### config.mk
export PLATFORM = sky130hd
export DESIGN_NAME = fsp_device_flat
export DESIGN_NICKNAME = d
export VERILOG_FILES = /design/src/inc/fsp_pkg.sv /design/src/inc/fsp_if.sv /design/src/hdl/fsp_device.sv /design/src/flat_wrapper.sv
export VERILOG_INCLUDE_DIRS = /design/src /design/src/inc
export SDC_FILE = /design/constraint.sdc
export NUM_CORES = 1
export LEC_CHECK = 0
export BUFFER_PORTS_ARGS = -buffer_cell sky130_fd_sc_hd__buf_4
export CORE_MARGIN = 3
export CORE_UTILIZATION = 64
export CTS_CLUSTER_SIZE = 8
export DETAILED_ROUTE_END_ITERATION = 7
export HOLD_SLACK_MARGIN = 0.02
export PLACE_DENSITY_LB_ADDON = 0.2
export REMOVE_ABC_BUFFERS = 1
export SYNTH_ARGS = -nofsm -noshare
export SYNTH_HDL_FRONTEND = slang
export SYNTH_SLANG_ARGS = --single-unit
### constraint.sdc
create_clock -name clk_in -period 5.2 [get_ports clk_in]
set_input_delay 0.52 -clock clk_in [delete_from_list [all_inputs] [get_ports clk_in]]
set_output_delay 0.52 -clock clk_in [all_outputs]
set_load 0.02 [all_outputs]
### src/inc/fsp_map.svh
`ifndef FSP_MAP_SVH
`define FSP_MAP_SVH

// mode register addresses
`define FSP_ADDR_BURST_PREAMBLE 6'h01
`define FSP_ADDR_LATENCY 6'h02
`define FSP_ADDR_IO_CONFIG 6'h03
`define FSP_ADDR_TERMINATION 6'h0B
`define FSP_ADDR_CMD_VREF 6'h0C
`define FSP_ADDR_SET_CONTROL 6'h0D
`define FSP_ADDR_DATA_VREF 6'h0E
`define FSP_ADDR_HOST_TERMINATION 6'h16

// duplicated bit masks per register
`define FSP_MASK_BURST_PREAMBLE 8'hFC
`define FSP_MASK_BURST_LEN 8'h03
`define FSP_MASK_LATENCY 8'h7F
`define FSP_MASK_IO_CONFIG 8'hFB
`define FSP_MASK_TERMINATION 8'h77
`define FSP_MASK_VREF 8'h7F
`define FSP_MASK_HOST_TERMINATION 8'h3F

// set control and vref register fields
`define FSP_BIT_VREF_BOOST 3
`define FSP_BIT_WRITE_SET 6
`define FSP_BIT_OP_POINT 7
`define FSP_BIT_VREF_RANGE 6
`define FSP_VREF_SETTING_MSB 5

// reset values (unterminated, low frequency)
`define FSP_RST_BURST_PREAMBLE 8'h00
`define FSP_RST_LATENCY 8'h00
`define FSP_RST_IO_CONFIG 8'h31
`define FSP_RST_TERMINATION 8'h00
`define FSP_RST_VREF 8'h4D
`define FSP_RST_HOST_TERMINATION 8'h00
`define FSP_RST_SET_CONTROL 8'h00

// timing in ns and ps and derived cycle counts at 8 ns
`define FSP_CLK_PERIOD_NS 8
`define FSP_SWITCH_SHORT_NS 200
`define FSP_SWITCH_MIDDLE_NS 200
`define FSP_SWITCH_LONG_NS 250
`define FSP_CLOCK_GUARD_PS 7500
`define FSP_CLOCK_GUARD_NCK 4
`define FSP_SWITCH_SHORT_CYC ((`FSP_SWITCH_SHORT_NS + `FSP_CLK_PERIOD_NS - 1) / `FSP_CLK_PERIOD_NS)
`define FSP_SWITCH_MIDDLE_CYC ((`FSP_SWITCH_MIDDLE_NS + `FSP_CLK_PERIOD_NS - 1) / `FSP_CLK_PERIOD_NS)
`define FSP_SWITCH_LONG_CYC ((`FSP_SWITCH_LONG_NS + `FSP_CLK_PERIOD_NS - 1) / `FSP_CLK_PERIOD_NS)
`define FSP_GUARD_PS_CYC ((`FSP_CLOCK_GUARD_PS + `FSP_CLK_PERIOD_NS * 1000 - 1) / (`FSP_CLK_PERIOD_NS * 1000))
`define FSP_GUARD_CYC ((`FSP_GUARD_PS_CYC > `FSP_CLOCK_GUARD_NCK) ? `FSP_GUARD_PS_CYC : `FSP_CLOCK_GUARD_NCK)
// device applies the new copy within this many cycles
`define FSP_APPLY_CYC 2

`endif

### src/inc/fsp_pkg.sv
package fsp_pkg;
    typedef logic [7:0] fsp_byte_type;
    typedef logic [5:0] fsp_addr_type;
    typedef enum logic [1:0] {
        FSP_CASE_SHORT,
        FSP_CASE_MIDDLE,
        FSP_CASE_LONG
    } fsp_case_type;
    // duplicated fields, one per point
    typedef struct packed {
        fsp_byte_type burst_preamble;
        fsp_byte_type latency;
        fsp_byte_type io_config;
        fsp_byte_type termination;
        fsp_byte_type cmd_vref;
        fsp_byte_type data_vref;
        fsp_byte_type host_termination;
    } fsp_copy_type;
endpackage : fsp_pkg
### src/inc/fsp_if.sv
`timescale 1ns/100ps
`default_nettype none
interface fsp_if;
    logic cmd_valid;
    logic cmd_write;
    logic [5:0] cmd_addr;
    logic [7:0] cmd_wdata;
    logic [7:0] rd_data;
    logic rd_valid;
    modport ctrl (
        output cmd_valid,
        output cmd_write,
        output cmd_addr,
        output cmd_wdata,
        input rd_data,
        input rd_valid
    );
    modport dev (
        input cmd_valid,
        input cmd_write,
        input cmd_addr,
        input cmd_wdata,
        output rd_data,
        output rd_valid
    );
endinterface : fsp_if
`default_nettype wire

### src/hdl/fsp_device.sv
`include "fsp_map.svh"
//
// Function
// - two copies of every duplicated parameter
// - write select picks copy for access
// - operating bit picks running copy
// - write select and operating independent
// - new copy applied whole, within switch time
// - burst preamble register fields duplicated
// - latency register fields duplicated
// - io config register fields duplicated
// - termination and both vref registers duplicated
// - host termination fields duplicated
// - burst length duplication is an option
// - controller writes same burst length both; fsp_controller only forwards req writes as given
// - controller matches pullup point across channels; fsp_controller drives one bus and sets no pullup point
// - boost vref current with point change
// - drop boost only after switch time
// - change clock only with enable high
// - wait switch time, 200 or 250 ns
// - case from vref step and range
// - valid clock after point change; clock_change_ok_out rises in the cycle the switch write is issued
// - valid clock before first command
// - data vref settles like command vref
// - power up on copy zero, defaults
// - single write switches trained points
`timescale 1ns/100ps
`default_nettype none
module fsp_device #(
    parameter bit DUP_BURST_LEN = 1'b1
) (
    input wire logic clk_in,
    input wire logic resetn_in,
    input wire logic clk_en_in,
    fsp_if.dev bus,
    output fsp_pkg::fsp_copy_type active_out,
    output logic [1:0] burst_len_out,
    output logic op_point_out,
    output logic write_set_out,
    output logic vref_boost_out
);

    // ------------------------------------------------------------
    // state
    // ------------------------------------------------------------
    typedef struct packed {
        fsp_pkg::fsp_copy_type [1:0] copy;
        logic [1:0][1:0] burst_len;
        fsp_pkg::fsp_byte_type shared_burst;
        fsp_pkg::fsp_byte_type shared_io;
        fsp_pkg::fsp_byte_type set_control;
        fsp_pkg::fsp_copy_type active;
        logic [1:0] active_burst;
        fsp_pkg::fsp_byte_type rd_data;
        logic rd_valid;
    } fsp_dev_state_type;

    fsp_dev_state_type state_r;
    fsp_dev_state_type state_nxt;

    logic wsel;
    logic opsel;
    fsp_pkg::fsp_byte_type rd_mux;
    fsp_pkg::fsp_byte_type wd;

    assign wsel = state_r.set_control[`FSP_BIT_WRITE_SET];
    assign opsel = state_r.set_control[`FSP_BIT_OP_POINT];
    assign wd = bus.cmd_wdata;

    // ------------------------------------------------------------
    // read mux
    // ------------------------------------------------------------
    always_comb begin
        rd_mux = 8'h00;
        case (bus.cmd_addr)
            `FSP_ADDR_BURST_PREAMBLE: begin
                rd_mux = (state_r.copy[wsel].burst_preamble & `FSP_MASK_BURST_PREAMBLE)
                    | (DUP_BURST_LEN ? {6'h00, state_r.burst_len[wsel]}
                                     : (state_r.shared_burst & `FSP_MASK_BURST_LEN));
            end
            `FSP_ADDR_LATENCY: rd_mux = state_r.copy[wsel].latency;
            `FSP_ADDR_IO_CONFIG: begin
                rd_mux = state_r.copy[wsel].io_config
                    | (state_r.shared_io & ~`FSP_MASK_IO_CONFIG);
            end
            `FSP_ADDR_TERMINATION: rd_mux = state_r.copy[wsel].termination;
            `FSP_ADDR_CMD_VREF: rd_mux = state_r.copy[wsel].cmd_vref;
            `FSP_ADDR_DATA_VREF: rd_mux = state_r.copy[wsel].data_vref;
            `FSP_ADDR_HOST_TERMINATION: rd_mux = state_r.copy[wsel].host_termination;
            `FSP_ADDR_SET_CONTROL: rd_mux = state_r.set_control;
            default: rd_mux = 8'h00;
        endcase
    end

    // ------------------------------------------------------------
    // next state
    // ------------------------------------------------------------
    always_comb begin
        state_nxt = state_r;
        state_nxt.rd_valid = 1'b0;
        if (bus.cmd_valid && !bus.cmd_write) begin
            state_nxt.rd_data = rd_mux;
            state_nxt.rd_valid = 1'b1;
        end
        if (bus.cmd_valid && bus.cmd_write) begin
            case (bus.cmd_addr)
                `FSP_ADDR_BURST_PREAMBLE: begin
                    state_nxt.copy[wsel].burst_preamble = wd & `FSP_MASK_BURST_PREAMBLE;
                    if (DUP_BURST_LEN) begin
                        state_nxt.burst_len[wsel] = wd[1:0];
                    end else begin
                        state_nxt.shared_burst = wd & `FSP_MASK_BURST_LEN;
                    end
                end
                `FSP_ADDR_LATENCY: state_nxt.copy[wsel].latency = wd & `FSP_MASK_LATENCY;
                `FSP_ADDR_IO_CONFIG: begin
                    state_nxt.copy[wsel].io_config = wd & `FSP_MASK_IO_CONFIG;
                    state_nxt.shared_io = wd & ~`FSP_MASK_IO_CONFIG;
                end
                `FSP_ADDR_TERMINATION: state_nxt.copy[wsel].termination = wd & `FSP_MASK_TERMINATION;
                `FSP_ADDR_CMD_VREF: state_nxt.copy[wsel].cmd_vref = wd & `FSP_MASK_VREF;
                `FSP_ADDR_DATA_VREF: state_nxt.copy[wsel].data_vref = wd & `FSP_MASK_VREF;
                `FSP_ADDR_HOST_TERMINATION: begin
                    state_nxt.copy[wsel].host_termination = wd & `FSP_MASK_HOST_TERMINATION;
                end
                `FSP_ADDR_SET_CONTROL: state_nxt.set_control = wd;
                default: state_nxt.rd_valid = state_nxt.rd_valid;
            endcase
        end
        // whole copy loaded in one edge
        state_nxt.active = state_r.copy[opsel];
        state_nxt.active_burst = DUP_BURST_LEN ? state_r.burst_len[opsel]
                                               : state_r.shared_burst[1:0];
    end

    // ------------------------------------------------------------
    // registers
    // ------------------------------------------------------------
    always_ff @(posedge clk_in or negedge resetn_in) begin
        if (!resetn_in) begin
            state_r.copy[0] <= {`FSP_RST_BURST_PREAMBLE, `FSP_RST_LATENCY, `FSP_RST_IO_CONFIG,
                `FSP_RST_TERMINATION, `FSP_RST_VREF, `FSP_RST_VREF, `FSP_RST_HOST_TERMINATION};
            state_r.copy[1] <= {`FSP_RST_BURST_PREAMBLE, `FSP_RST_LATENCY, `FSP_RST_IO_CONFIG,
                `FSP_RST_TERMINATION, `FSP_RST_VREF, `FSP_RST_VREF, `FSP_RST_HOST_TERMINATION};
            state_r.burst_len <= 4'h0;
            state_r.shared_burst <= 8'h00;
            state_r.shared_io <= `FSP_RST_IO_CONFIG & ~`FSP_MASK_IO_CONFIG;
            state_r.set_control <= `FSP_RST_SET_CONTROL;
            state_r.active <= {`FSP_RST_BURST_PREAMBLE, `FSP_RST_LATENCY, `FSP_RST_IO_CONFIG,
                `FSP_RST_TERMINATION, `FSP_RST_VREF, `FSP_RST_VREF, `FSP_RST_HOST_TERMINATION};
            state_r.active_burst <= 2'h0;
            state_r.rd_data <= 8'h00;
            state_r.rd_valid <= 1'b0;
        end else if (clk_en_in) begin
            state_r <= state_nxt;
        end
    end

    assign bus.rd_data = state_r.rd_data;
    assign bus.rd_valid = state_r.rd_valid;
    assign active_out = state_r.active;
    assign burst_len_out = state_r.active_burst;
    assign op_point_out = opsel;
    assign write_set_out = wsel;
    assign vref_boost_out = state_r.set_control[`FSP_BIT_VREF_BOOST];

endmodule : fsp_device
`default_nettype wire

### src/flat_wrapper.sv
// flat-port wrapper written by rule: the top's interface ports become plain ports
module fsp_device_flat 
#(
    parameter bit DUP_BURST_LEN = 1'b1
)
  (clk_in, resetn_in, clk_en_in, active_out, burst_len_out, op_point_out, write_set_out, vref_boost_out, bus_cmd_valid, bus_cmd_write, bus_cmd_addr, bus_cmd_wdata, bus_rd_data, bus_rd_valid);
  fsp_if bus_i ();
  input wire logic clk_in;
  input wire logic resetn_in;
  input wire logic clk_en_in;
  output fsp_pkg::fsp_copy_type active_out;
  output logic [1:0] burst_len_out;
  output logic op_point_out;
  output logic write_set_out;
  output logic vref_boost_out;
  input wire logic [$bits(bus_i.cmd_valid)-1:0] bus_cmd_valid;
  input wire logic [$bits(bus_i.cmd_write)-1:0] bus_cmd_write;
  input wire logic [$bits(bus_i.cmd_addr)-1:0] bus_cmd_addr;
  input wire logic [$bits(bus_i.cmd_wdata)-1:0] bus_cmd_wdata;
  output wire logic [$bits(bus_i.rd_data)-1:0] bus_rd_data;
  output wire logic [$bits(bus_i.rd_valid)-1:0] bus_rd_valid;
  assign bus_i.cmd_valid = bus_cmd_valid;
  assign bus_i.cmd_write = bus_cmd_write;
  assign bus_i.cmd_addr = bus_cmd_addr;
  assign bus_i.cmd_wdata = bus_cmd_wdata;
  assign bus_rd_data = bus_i.rd_data;
  assign bus_rd_valid = bus_i.rd_valid;
  fsp_device #(.DUP_BURST_LEN(DUP_BURST_LEN)) u_core (.clk_in(clk_in), .resetn_in(resetn_in), .clk_en_in(clk_en_in), .bus(bus_i), .active_out(active_out), .burst_len_out(burst_len_out), .op_point_out(op_point_out), .write_set_out(write_set_out), .vref_boost_out(vref_boost_out));
endmodule
==> impl_metrics.yaml <==
status:
  status: "completed"
global_routing:
  grt_max_degree: 100
  grt_pass1_wl_um: 38000
  antenna_found_initial: 0
  grt_pass1_vias: 6806
  grt.overflow.total: 0
  track_usage: 0.300
cells_and_area:
  utilization: 0.715
  fin_cells: 1058
  drive_above_1_share: 0.313
  final_nets: 879
  regArea_sq_um: 4850
  fillerInstances: 1078
  multi_input_area_sq_um: 4000
  area_growth_pct: 8.60
sta:
  finalHoldViolCount: 0
  drv_slew: 0
  tns_ns: 0
  period_minus_slack_ns: 2.97
  rsz0062_at_grt: "no"
  worst_slew_pin_slew_ns: 1.29
  finalClockSkew_ns: 0.00602
  post-route-period-util: 0.571
  max_slew_margin: 0.135
  finalSetupViolations: 0
  max_clock_freq_mhz: 337
clock_tree:
  cts.sinks: 192
  worstSkewPairLatency_ns: 0.44
  path_clk_slew_ns: 0.07
  postCtsSetupRepairBufs: 0
  cts_tree: "done"
  clock-root-buffer: "clkbuf_16"
  htree_levels: 4
  cts-resized-gates: 0
  cts_buffers: 17
  ctsHoldBuffers: 0
  clk_path_buf_depth: 2
critical_path:
  slowest_delay_ns: 1.05
  required_ns: 5.52
  r2r_end: "u_core.state_r[189]"
  crit_fanout: 63
  crit_slowest_cell: "nor2b_1"
  regToRegSetupSlack_ns: 2.50
  cp.arrival_ns: 3.29
  path_buf_inv: 1
  reg2reg_from: "u_core.write_set_out"
  end_kind: "flip-flop"
  critPathTopFamily: "simple AND/OR/NAND/NOR gates"
  path_cells: "buf_4 -> nand3_1 -> nor3b_4 -> nor2b_1 -> mux2_2"
  crit_type: "input pin to flip-flop"
  rr_worst_depth: 5
  worst_setup_path_start_kind: "input pin"
die:
  die_x_um: 129
  rows: 44
  start_util: 0.658
  io_pins: 89
  core_area_sq_um: 14600
  dieArea_sq_um: 16600
  die_h_um: 129
routing:
  drt-total-wl_um: 24300
  wl_per_cell_um: 23.0
  antenna_left: 0
  via_per_inst: 6.53
  drc_errors: 0
  vias: 6913
  dr.pass1.iters: 7
  drt-initial-drc-count: 828
logic_synthesis:
  yosys_warnings: 0
  syn_inst: 868
  synthSimpleGateAreaFrac: 0.113
  synth_ff_type: "dfrtp_1"
  synthMuxAreaShare: 0.173
  netlist_area_sq_um: 9640
  ys_types: 65
  synth_edf_count: 0
  synth_area_leader_cell: "dfrtp_1"
  synthXorXnorAreaFrac: 0
  synth_top_family_by_area: "multiplexers"
  synth_area_leaders: "dfrtp_1 41%, mux2_2 11%, dfstp_2 9.0%"
  synth_top_area_share: 0.413
  synth_fa_ha_area_frac: 0
  ys_seq_area_frac: 0.503
  async_flop_share: 1.00
  synth-compound-area-share: 0.129
  synth_seq_cells: 192
  syn_area_per_cell_sq_um: 11.1
placement:
  finalWeightedCongestion: 0.951
  dp.cells: 1025
  io_buffers: 88
  dp_hpwl_um: 15700
power:
  power_density_nw_per_um2: 330
  ir_drop_uv: 231
  total_leakage_power_nw: 4.56
job:
  cap_violations: 0
worst_hold_path:
  hp-class: "input pin to asynchronous set/reset pin"
[worst max path at each step]
stage / startpoint / endpoint / slack [ns] / depth (start not counted)
CTS: clk_en_in / u_core.state_r[130] / 2.30 / 5
detailed placement: clk_en_in / u_core.state_r[128] / 1.92 / 5
global placement: clk_en_in / u_core.state_r[128] / 2.03 / 5
global route: clk_en_in / u_core.state_r[130] / 2.13 / 5
finish: clk_en_in / u_core.state_r[130] / 2.23 / 5
floorplan: u_core.write_set_out / u_core.state_r[160] / 2.39 / 4
[placed cells by master, fill, tap and decap left out, types with 5 or more instances in the layout]
master / synthesis / routed
nor2b_1: 17 / 17
mux2_2: 92 / 92
inv_1: 7 / 7
nand2_1: 29 / 29
buf_4: 76 / 95
a22o_1: 8 / 8
nor2_1: 68 / 68
a221o_1: 8 / 8
nor3_1: 5 / 5
dfrtp_1: 159 / 158
dfstp_2: 33 / 33
a21oi_1: 74 / 74
o211ai_1: 7 / 7
a22oi_1: 20 / 20
nand3_1: 19 / 19
o21ai_0: 33 / 33
nand3b_1: 5 / 5
clkbuf_16: 0 / 17
and2_1: 13 / 13
nand2b_1: 6 / 6
mux2i_1: 63 / 63
nand4_1: 5 / 5
[power breakdown]
| group | internal, mW | leakage, nW | switching, mW |
|---|---|---|---|
| Sequential | 1.60 | 2.45 | 0.0783 |
| Clock | 0.830 | 0.305 | 0.571 |
| Combinational | 0.157 | 1.80 | 0.221 |
| Total | 2.59 | 4.56 | 0.871 |
[cell usage after synthesis, types with 3 or more instances]
master    instances
and3_1            3
a221oi_1          3
buf_4            76
nor2_1           68
nand3b_1          5
mux2i_1          63
o21ai_0          33
and2_1           13
inv_1             7
nor3_1            5
mux2_2           92
o21ai_1           3
a22o_1            8
a31oi_1           3
clkbuf_1         25
a211oi_1          3
nor2b_1          17
buf_1            10
dfrtp_1         159
a21boi_0          3
a22oi_1          20
and2b_1           4
nand2b_1          6
nand3_1          19
nand4_1           5
dfstp_2          33
nor3b_1           3
a222oi_1          4
a21oi_1          74
o211ai_1          7
a221o_1           8
a32oi_1           3
buf_2            11
nand2_1          29
nand2_2           4
[routing by layer]
layer  global-route usage  wire (um)
met1                0.400       9850
met2                0.472      11700
met5                    0          0
met3               0.0656       1820
met4                0.143        954
[cells by family after synthesis]
kind of cell,count (synthesis)
flip-flops,192
buffers and inverters,130
AND/OR/NAND/NOR,200
AO/OA/AOI/OAI,191
multiplexers,155
[state kept, by name (all words and copies together), names as in the netlist]
name,flops
u_core.state_r,122
u_core.bus.rd_data,8
u_core.op_point_out,1
u_core.burst_len_out,2
u_core.vref_boost_out,1
u_core.active_out,56
u_core.write_set_out,1
u_core.bus.rd_valid,1
[layout make-up]
class | count | area share
Sequential cell | 192 | 0.463
Multi-Input combinational cell | 546 | 0.382
Timing Repair Buffer | 96 | 0.0692
Clock buffer | 19 | 0.0432
Tap cell | 184 | 0.0220
Clock inverter | 13 | 0.0176
Inverter | 7 | 0.00251
Antenna cell | 1 | 0.000239
[worst register-to-register path: stages (launching register included)]
cell,delay [ns]
dfrtp_1,0.34
buf_4,0.38
nand4_1,0.34
and2b_1,0.70
and2b_1,0.43
mux2_2,0.39
[per-stage QoR]
stage          power, mW  area [sq um]  worst slack (ns)  hold WS, ns
2_1_floorplan       1.88          8870              2.39        0.224
3_3_place_gp        2.06          9830              2.03        0.477
3_5_place_dp        2.08          9830              1.92        0.483
4_1_cts             3.47         10500              2.30        0.229
5_1_grt             3.57         10500              2.13        0.261
6_report            3.46         10500              2.23        0.164
No activity file was read; power rests on OpenSTA's default activity.
